**src/mcbi_pkg.sv**
```systemverilog
// mcbi_pkg: shared constants and carrier types for the multiplexed cpu bus interface
// assumes a single 100 MHz clock domain; the bus cycle is five clock phases long
package mcbi_pkg;
  localparam int ADDR_W          = 13;
  localparam int DATA_W          = 8;
  localparam int UPPER_W         = 5;
  localparam int BUS_DIV         = 5;
  localparam int ADDR_SPACE      = 8192;
  localparam int INT_LIMIT       = 128;
  localparam logic [7:0] RESET_DATA = 8'h00;

  // phase indices inside one bus cycle
  localparam logic [2:0] PH_ADDR  = 3'h0;
  localparam logic [2:0] PH_GAP   = 3'h1;
  localparam logic [2:0] PH_DATA0 = 3'h2;
  localparam logic [2:0] PH_DATA1 = 3'h3;
  localparam logic [2:0] PH_IDLE  = 3'h4;
  localparam logic [2:0] PH_LAST  = 3'h4;

  typedef enum logic {
    MCBI_READ  = 1'b1,
    MCBI_WRITE = 1'b0
  } mcbi_dir_e;

  // one cpu request: address, direction, write data, opcode fetch flag
  typedef struct packed {
    logic [ADDR_W-1:0] addr;
    logic              is_read;
    logic [DATA_W-1:0] wdata;
    logic              fetch;
  } mcbi_req_s;

  localparam int REQ_W = $bits(mcbi_req_s);
endpackage : mcbi_pkg

```
**src/mcbi_fifo.sv**
```systemverilog
// mcbi_fifo: small synchronous valid/ready fifo with parameter width and depth
// assumes both sides on clk; full and empty are exact
`timescale 1ns/100ps
module mcbi_fifo #(
  parameter int WIDTH = 8,
  parameter int DEPTH = 4
) (
  input  wire logic             clk,
  input  wire logic             sys_rst,
  input  wire logic [WIDTH-1:0] in_data,
  input  wire logic             in_valid,
  output logic                  in_ready,
  output logic      [WIDTH-1:0] out_data,
  output logic                  out_valid,
  input  wire logic             out_ready
);
  localparam int AW = (DEPTH > 1) ? $clog2(DEPTH) : 1;

  initial begin
    if (DEPTH < 2 || (DEPTH & (DEPTH - 1)) != 0) $error("mcbi_fifo depth must be a power of two");
  end

  logic [WIDTH-1:0] mem [DEPTH];
  logic [AW:0]      wr_ptr_reg;
  logic [AW:0]      rd_ptr_reg;
  wire              push = in_valid && in_ready;
  wire              pop  = out_valid && out_ready;

  assign in_ready  = (wr_ptr_reg - rd_ptr_reg) != (AW+1)'(DEPTH);
  assign out_valid = wr_ptr_reg != rd_ptr_reg;
  assign out_data  = mem[rd_ptr_reg[AW-1:0]];

  always_ff @(posedge clk) begin
    if (push) begin
      mem[wr_ptr_reg[AW-1:0]] <= in_data;
    end
  end

  always_ff @(posedge clk) begin
    if (sys_rst) begin
      wr_ptr_reg <= '0;
      rd_ptr_reg <= '0;
    end else begin
      if (push) wr_ptr_reg <= wr_ptr_reg + 1'b1;
      if (pop)  rd_ptr_reg <= rd_ptr_reg + 1'b1;
    end
  end
endmodule : mcbi_fifo

```
**src/mcbi_bus.sv**
```systemverilog
// mcbi_bus: external multiplexed bus interface of an 8-bit processor
// assumes the cpu core queues requests through a valid/ready port; halt and idle come from the core
// Notes on behaviour
// pulse address strobe while low address valid
// outside logic latches low address on strobe
// address strobe at clock/5, frozen in halt/idle
// data strobe on every transfer, internal too
// data strobe at clock/5 outside halt/idle
// direction high read, low write, valid ahead
// low lines: address at strobe, then data
// low lines driven on writes, released on reads
// upper five address bits on dedicated lines
// fetch indicator overlaps fetch data strobe
// active-low reset clears internal state
// internal reads ignore external data lines
// 8192 byte space, internal and external regions
// address phase ends before data phase starts
`timescale 1ns/100ps
module mcbi_bus
  import mcbi_pkg::*;
#(
  parameter int DEPTH = 4
) (
  input  wire logic                        clk,
  input  wire logic                        sys_rst,
  input  wire logic                        reset_pin_n,
  input  wire logic                        halt_mode,
  input  wire logic                        idle_mode,
  input  wire mcbi_pkg::mcbi_req_s         req,
  input  wire logic                        req_valid,
  output logic                             req_ready,
  output logic      [mcbi_pkg::DATA_W-1:0] rdata,
  output logic                             rdata_valid,
  input  wire logic [mcbi_pkg::DATA_W-1:0] int_rdata,
  output logic                             int_sel,
  output logic                             cpu_reset,
  output logic                             address_latch_strobe,
  output logic                             data_transfer_strobe,
  output logic                             rw_n,
  output logic                             opcode_fetch_indicator,
  output logic      [mcbi_pkg::UPPER_W-1:0] upper_address_lines,
  output logic      [mcbi_pkg::DATA_W-1:0] muxed_low_addr_data_lines_o,
  output logic                             muxed_low_addr_data_lines_oe,
  input  wire logic [mcbi_pkg::DATA_W-1:0] muxed_low_addr_data_lines_i
);
  import mcbi_pkg::*;

  initial begin
    if (BUS_DIV != 5 || DEPTH < 2) $error("mcbi_bus needs a five-phase cycle and a fifo of two or more");
  end

  typedef enum logic [1:0] {ST_RUN, ST_FROZEN} mcbi_state_e;

  // reset pin comes from outside: three stages, change taken when stages two and three agree
  logic [2:0]  rst_sync_reg;
  logic        rst_pin_low_reg;
  logic        int_rst;
  logic [2:0]  phase_reg;
  logic [2:0]  phase_next;
  mcbi_state_e state_reg;
  mcbi_req_s   cur_reg;
  logic        cur_valid_reg;
  logic        low_power;
  mcbi_req_s   q_data;
  logic        q_valid;
  logic        q_ready;
  logic        fifo_in_valid;
  logic        fifo_in_ready;
  logic        cycle_end;
  logic        is_internal;
  logic [DATA_W-1:0] rdata_reg;
  logic        rdata_valid_reg;
  logic        as_reg;
  logic        ds_reg;
  logic        rw_reg;
  logic        lf_reg;
  logic [UPPER_W-1:0] up_reg;
  logic [DATA_W-1:0]  low_reg;
  logic        oe_reg;

  always_ff @(posedge clk) begin
    if (sys_rst) begin
      rst_sync_reg    <= 3'h0;
      rst_pin_low_reg <= 1'b1;
    end else begin
      rst_sync_reg <= {rst_sync_reg[1:0], reset_pin_n};
      if (rst_sync_reg[2] == rst_sync_reg[1]) rst_pin_low_reg <= ~rst_sync_reg[2];
    end
  end

  assign int_rst   = sys_rst || rst_pin_low_reg;
  assign cpu_reset = rst_pin_low_reg;
  // refuse requests while the fifo is held in reset, otherwise a handshake would complete and be lost
  assign fifo_in_valid = req_valid && !int_rst;
  assign req_ready     = fifo_in_ready && !int_rst;

  mcbi_fifo #(
    .WIDTH (REQ_W),
    .DEPTH (DEPTH)
  ) u_req_fifo (
    .clk       (clk),
    .sys_rst   (int_rst),
    .in_data   (req),
    .in_valid  (fifo_in_valid),
    .in_ready  (fifo_in_ready),
    .out_data  (q_data),
    .out_valid (q_valid),
    .out_ready (q_ready)
  );

  // strobes stop in halt and idle; a cycle in flight freezes where it stands
  assign low_power  = halt_mode || idle_mode;
  assign phase_next = (phase_reg == PH_LAST) ? PH_ADDR : phase_reg + 3'h1;
  assign cycle_end  = !low_power && (phase_reg == PH_LAST);
  assign q_ready    = cycle_end; // back-pressure: one request taken per five clocks
  // space is 8192 bytes; the first 128 are on chip
  assign is_internal = cur_reg.addr < ADDR_W'(INT_LIMIT);

  always_ff @(posedge clk) begin
    if (int_rst) begin
      state_reg     <= ST_RUN;
      phase_reg     <= PH_ADDR;
      cur_valid_reg <= 1'b0;
      cur_reg       <= '0;
    end else begin
      // the phase moves on the very edge that low power ends, in step with the output registers
      if (!low_power) begin
        phase_reg <= phase_next;
        if (cycle_end) begin
          cur_reg       <= q_data;
          cur_valid_reg <= q_valid;
        end
      end
      case (state_reg)
        ST_RUN: begin
          if (low_power) state_reg <= ST_FROZEN;
        end
        ST_FROZEN: begin
          if (!low_power) state_reg <= ST_RUN;
        end
        default: state_reg <= ST_RUN;
      endcase
    end
  end

  // output registers; strobes run even with no request so the bus keeps its clock/5 rhythm
  always_ff @(posedge clk) begin
    if (int_rst) begin
      as_reg <= 1'b0;
      ds_reg <= 1'b0;
      rw_reg <= 1'b1;
      lf_reg <= 1'b0;
      up_reg <= '0;
      low_reg <= RESET_DATA;
      oe_reg <= 1'b0;
    end else if (!low_power) begin
      as_reg <= (phase_next == PH_ADDR);
      ds_reg <= (phase_next == PH_DATA0) || (phase_next == PH_DATA1);
      if (phase_next == PH_ADDR) begin
        rw_reg  <= cycle_end ? (q_valid ? q_data.is_read : 1'b1) : rw_reg;
        up_reg  <= q_data.addr[ADDR_W-1 -: UPPER_W];
        low_reg <= q_data.addr[DATA_W-1:0];
        oe_reg  <= 1'b1;
        lf_reg  <= 1'b0;
      end else if (phase_next == PH_GAP) begin
        oe_reg <= 1'b0;
      end else if (phase_next == PH_DATA0) begin
        low_reg <= cur_reg.wdata;
        oe_reg  <= cur_valid_reg && !cur_reg.is_read;
        lf_reg  <= cur_valid_reg && cur_reg.fetch && cur_reg.is_read;
      end else if (phase_next == PH_IDLE) begin
        oe_reg <= 1'b0;
        lf_reg <= 1'b0;
      end
    end else begin
      as_reg <= 1'b0;
      ds_reg <= 1'b0;
      lf_reg <= 1'b0;
    end
  end

  // read data captured at the end of the data strobe
  always_ff @(posedge clk) begin
    if (int_rst) begin
      rdata_reg       <= RESET_DATA;
      rdata_valid_reg <= 1'b0;
    end else begin
      rdata_valid_reg <= 1'b0;
      if (!low_power && phase_reg == PH_DATA1 && cur_valid_reg && cur_reg.is_read) begin
        rdata_reg       <= is_internal ? int_rdata : muxed_low_addr_data_lines_i;
        rdata_valid_reg <= 1'b1;
      end
    end
  end

  assign int_sel                      = cur_valid_reg && is_internal && ds_reg;
  assign rdata                        = rdata_reg;
  assign rdata_valid                  = rdata_valid_reg;
  assign address_latch_strobe         = as_reg;
  assign data_transfer_strobe         = ds_reg;
  assign rw_n                         = rw_reg;
  assign opcode_fetch_indicator       = lf_reg;
  assign upper_address_lines          = up_reg;
  assign muxed_low_addr_data_lines_o  = low_reg;
  assign muxed_low_addr_data_lines_oe = oe_reg;
endmodule : mcbi_bus

```
**config.mk**
```make
export PLATFORM = sky130hd
export DESIGN_NAME = mcbi_bus
export DESIGN_NICKNAME = d
export VERILOG_FILES = /design/src/mcbi_pkg.sv /design/src/mcbi_fifo.sv /design/src/mcbi_bus.sv
export SDC_FILE = /design/constraint.sdc
export NUM_CORES = 1
export LEC_CHECK = 0
export BUFFER_PORTS_ARGS = -buffer_cell sky130_fd_sc_hd__buf_2
export CAP_MARGIN = 10
export CORE_ASPECT_RATIO = 1.25
export CORE_MARGIN = 2
export CORE_UTILIZATION = 50
export DETAILED_ROUTE_END_ITERATION = 10
export PLACE_DENSITY_LB_ADDON = 0.25
export SETUP_SLACK_MARGIN = 0.05
export SLEW_MARGIN = 20
export SYNTH_ARGS = -nofsm -noshare
export SYNTH_HDL_FRONTEND = slang
export SYNTH_SLANG_ARGS = --single-unit
```
**constraint.sdc**
```tcl
create_clock -name clk -period 5.27 [get_ports clk]
set_input_delay 0 -clock clk [delete_from_list [all_inputs] [get_ports clk]]
set_output_delay 0 -clock clk [all_outputs]
set_load 0.02 [all_outputs]
```
# Yosys cells after proc, flatten, opt, wreduce, memory -nomap -nowiden
# Memory sizes are Yosys's and may differ from the RTL's. A register that Yosys moved wholly into a read port is not among the register bits.
# Cells that the tools add are included.
[totals]
regBits = 64
mem_bits_rw = 92
memories = 1
output_inout_bits = 30
word_cells = 85
[mem_list]
columns = ["memory", "words", "width", "read_ports", "rd_ports_with_merged_regs", "write_ports", "line", "text"]
rows = [
  ["u_req_fifo.mem", 4, 23, 1, 1, 1, "mcbi_fifo.sv:23", "logic [WIDTH-1:0] mem [DEPTH];"],
]
[classes]
eq_ne = 10
n_mux = 16
reduce_logical = 31
addsub = 4
n_bitwise = 3
n_lt_le_gt_ge = 1
[op_table]
columns = ["operator", "n"]
rows = [
  ["2-to-1 mux 8 bit", 4],
  ["logical AND 1 bit", 13],
  ["less-than comparator 13 x 8 -> 1 bit (second input constant)", 1],
  ["adder 3 x 1 -> 3 bit (second input constant)", 3],
  ["== test 3 x 2 -> 1 bit (second input constant)", 3],
  ["2-to-1 mux 1 bit", 9],
  ["AND reduction 2 bit", 4],
  ["== test 3 bit (second input constant)", 2],
  ["AND reduction 3 bit", 2],
  ["2-to-1 mux 2 bit", 2],
  ["nonzero test 2 bit", 2],
  ["nonzero test 4 bit", 1],
  ["== test 3 x 1 -> 1 bit (second input constant)", 1],
  ["zero test 1 bit", 3],
  ["zero test 3 bit", 1],
  ["logical OR 1 bit", 3],
  ["2-to-1 mux 3 bit", 1],
  ["inequality test 3 bit", 1],
  ["inequality test 3 bit (second input constant)", 1],
  ["inverter 1 bit", 3],
  ["OR reduction 3 bit", 1],
  ["subtractor 3 bit", 1],
  ["inequality test 2 bit (second input constant)", 1],
  ["OR reduction 2 bit", 1],
  ["== test 1 bit", 1],
]

# Longest topological paths before layout
[depth]
ltp_word = 7
ltp_mapped = 7
mapped_depth_nobuf = 6

# Modules after synthesis
# A second synthesis with hierarchy kept.
[hier_totals]
hier_cells = 413
hier_area_um2 = 5947.0
[modules_own_cells]
columns = ["mod", "seq_area_each_um2", "instances", "cells_each", "area_each_um2"]
rows = [
  ["mcbi_fifo", 2922.8, 1, 171, 3801.1],
  ["mcbi_bus", 1021.0, 1, 242, 2145.8],
]

# Least setup slack after synthesis
# No wires, ideal clock.
[synth_timing]
path_kind = "reg-to-reg"
from = "register u_req_fifo.wr_ptr_reg[0]"
to = "memory u_req_fifo.mem[3][0] in the netlist's numbering (enable)"
stages_incl_launch_ff = 6
path_slack_ns = 1.475
arrival_ns = 3.333
setup_ns = 0.461
t_required_ns = 4.809
period_less_slack_ns = 3.795
cell_sequence = "dfxtp_1 -> inv_1 -> ha_1 -> nand2_1 -> nor3b_2 -> nor4_1"
[synth_between]
elab_chain_cells = 5
[synth_rtl]
columns = ["item", "line", "text"]
rows = [
  ["start, declared", "mcbi_fifo.sv:24", "logic [AW:0] wr_ptr_reg;"],
  ["start signal, assigned", "mcbi_fifo.sv:44", "if (push) wr_ptr_reg <= wr_ptr_reg + 1'b1;"],
  ["subtractor 3 bit", "mcbi_fifo.sv:29", "assign in_ready = (wr_ptr_reg - rd_ptr_reg) != (AW+1)'(DEPTH);"],
  ["inequality test 3 bit", "mcbi_fifo.sv:29", ""],
  ["logical AND 1 bit", "mcbi_fifo.sv:26", "wire push = in_valid && in_ready;"],
  ["2-to-1 mux 1 bit", "mcbi_fifo.sv:34", "if (push) begin"],
  ["2-to-1 mux 1 bit (not written as such)", "mcbi_fifo.sv:35", "mem[wr_ptr_reg[AW-1:0]] <= in_data;"],
  ["end, declared", "mcbi_fifo.sv:23", ""],
]
# Several ways; a longest one is shown, not always the timed one.

# Worst setup path in the final report
[layout_timing]
from = "register u_req_fifo.wr_ptr_reg[0]"
to = "memory u_req_fifo.mem[1][14] in the netlist's numbering (enable)"
# The elaborated chain is that of the path after synthesis.

==> metrics.txt <==
status finished clean; Post-Route Setup TNS 0 ps; Die Width 101 um; R2R depth 6; Post-Synthesis Cells 417; CTS H-tree lvls 4; ys flop type edfxtp_1; Tot Pwr 0.00257 W; Die ar. 0.0125 mm^2; clk sinks 151; largest net degree at the start of global routing 37; P per Cell Area 347 mW/mm^2; ys async rst share 0%; Root Driver clkbuf_16; most frequent cells in the layout edfxtp_1, buf_2, nand2_1, dfxtp_1, dlygate4sd3_1; initial antenna violation count 0; Yosys Warn Count 0; critical path class reg2reg; Syn Std Cell Area 0.00583 mm^2; Fin. Hold Viols 0; Synth Area per Inst 14.0 um^2; RePlAce Congestion 0.789; Critical Path RT 5310 ps; # diodes 0; HP Class in2reg; Synth area leader edfxtp_1; period utilization 45.9%; share of layout cells above drive strength 1 26.6%; Crit-path slowest cell and3_2; remaining antenna violation count 0; post-route cell area 0.00739 mm^2; vias in the first global route 3783; syn nets 472; CTS Hold Bufs 45; crit path DAT 2460 ps; Leak 2.60 nW; clock skew 6.16 ps; top post-synthesis cells by area edfxtp_1, dfxtp_1, mux4_2; crit-path cells inv_1, ha_1, nand2_1, nor3b_2, nor3_2, and3_2; hold_sp req[7]; Seq cells post-synth 151; postcts setup bufs 0; Max-Cap Viols 0; Inserted Clock Buffers 17; Fmax achieved 413 MHz; Detailed Route WL 11400 um; slew margin rel. 46.9%; CP max stage delay 640 ps; final slew viol count 0; Hold EP u_req_fifo.mem[2][7]; RSZ-0062 raised after global routing no; CP Capture Type register; reg-to-reg startpoint u_req_fifo.wr_ptr_reg[0]; Layout area overhead 26.7%; Iteration-0 DRC Markers 265; number of port buffers 74; post_cts resized 0; Clock transition at path regs 60 ps; grt ovf 0; Max IR drop VDD 0.212 mV; worst-path maximum fanout 23; vias per inst 5.38; TritonRoute pass-1 iters 4; Largest register FFs 92; worst skew pair latency 410 ps; clock buffer depth 2; first-pass GRT wire length 18500 um; dpl cell area 0.00631 mm^2; All-Layer GR Usage 19.2%; sequential-to-total area share from yosys stat 67.6%; DRC Markers 0; startpoint class of the critical path register; post-detail-place hpwl 7210 um; Reg2Reg Setup Slack 2850 ps; Net count, final 594; number of enable flip-flop cells after synthesis 92; Initial Util 50.7%; post-synth top area share 47.4%; I/O Pins 75; commonest non-fill, non-tap cell in the layout edfxtp_1; Rows 44; via count 3712; minimum clock period 2420 ps; routed len/inst 16.5 um; Core Region 0.0115 mm^2; worst slew pin tran 796 ps; final setup fails 0; Synth cell types 45; Critical R2R Capture u_req_fifo.mem[1][14]; CTS tree built; die height 125 um; cell depth of the worst min-delay path 2
==> layer usage <==
layer,vias up,GRT usage (%),wire [um]
met3,17,4.32,441
met2,97,32.2,5770
met1,1788,24.3,5010
li1,1810,-,-
met4,0,7.01,186
met5,-,0,0
==> stage by stage <==
stage          hold WS [ps]  util [%]  cells  setup WS, ps
2_1_floorplan          71.6         -    417          1480
3_3_place_gp            214      54.8    613          2990
3_5_place_dp            219      54.8    613          2870
4_1_cts                 320      64.2    690          2860
5_1_grt                 339      64.2    690          2700
6_report                335      64.2    690          2850
==> logic make-up (layout without fill, tap and decap cells) <==
logic type	after synthesis	count (layout)	synth area share, %
AO/OA/AOI/OAI	83	83	7.96
XOR/XNOR	4	4	0.730
adder cells (fa/ha/maj)	11	11	2.32
buffers and inverters	27	162	2.15
flip-flops	151	151	67.6
multiplexers	32	32	10.4
AND/OR/NAND/NOR	109	109	8.78
==> cells in the mapped netlist, types with 2 or more instances <==
cell type / number
nor3_1: 2
nor2_1: 10
edfxtp_1: 92
nand3_1: 5
xor2_1: 2
ha_1: 10
nand2_1: 68
buf_2: 4
o31ai_1: 2
o21ai_0: 23
and3_2: 3
o211ai_1: 3
inv_1: 8
mux4_2: 23
a31oi_1: 9
buf_1: 4
mux2i_1: 9
dfxtp_1: 59
nand2b_1: 2
clkbuf_1: 7
nor4_1: 5
nor2b_1: 4
buf_4: 3
a21oi_1: 39
==> how the worst max path moves through the flow <==
stage | start | to | cells after the start | slack [ps]
6_report | u_req_fifo.wr_ptr_reg[0] | u_req_fifo.mem[1][14] | 6 | 2850
5_1_grt | phase_reg[0] | opcode_fetch_indicator | 6 | 2700
4_1_cts | u_req_fifo.wr_ptr_reg[0] | u_req_fifo.mem[1][14] | 6 | 2860
3_5_place_dp | u_req_fifo.wr_ptr_reg[0] | u_req_fifo.mem[1][15] | 6 | 2870
3_3_place_gp | u_req_fifo.wr_ptr_reg[0] | u_req_fifo.mem[1][13] | 6 | 2990
2_1_floorplan | u_req_fifo.wr_ptr_reg[0] | u_req_fifo.mem[3][0] | 5 | 1480
==> report_power, final <==
group | switching [W] | internal [W]
registers | 0.000000503 | 0.00125
logic | 0.0000222 | 0.0000365
clock network | 0.000462 | 0.000794
total | 0.000485 | 0.00208
==> critical path: cells and delay by family (launching register included) <==
kind / cells / cell delay, ps
simple gates: 4 / 1260
fa+ha+maj: 1 / 280
flops: 1 / 380
buf+inv: 1 / 120
==> cell type report <==
| class | instances | area [um^2] |
|---|---|---|
| clock buffer | 17 | 425 |
| clock inverter | 15 | 204 |
| fill | 874 | 4120 |
| inverter | 8 | 30.0 |
| multi-input combinational | 239 | 1770 |
| sequential | 151 | 3950 |
| tap | 138 | 173 |
| timing repair buffer | 122 | 843 |
(Power assumes the default switching activity.)
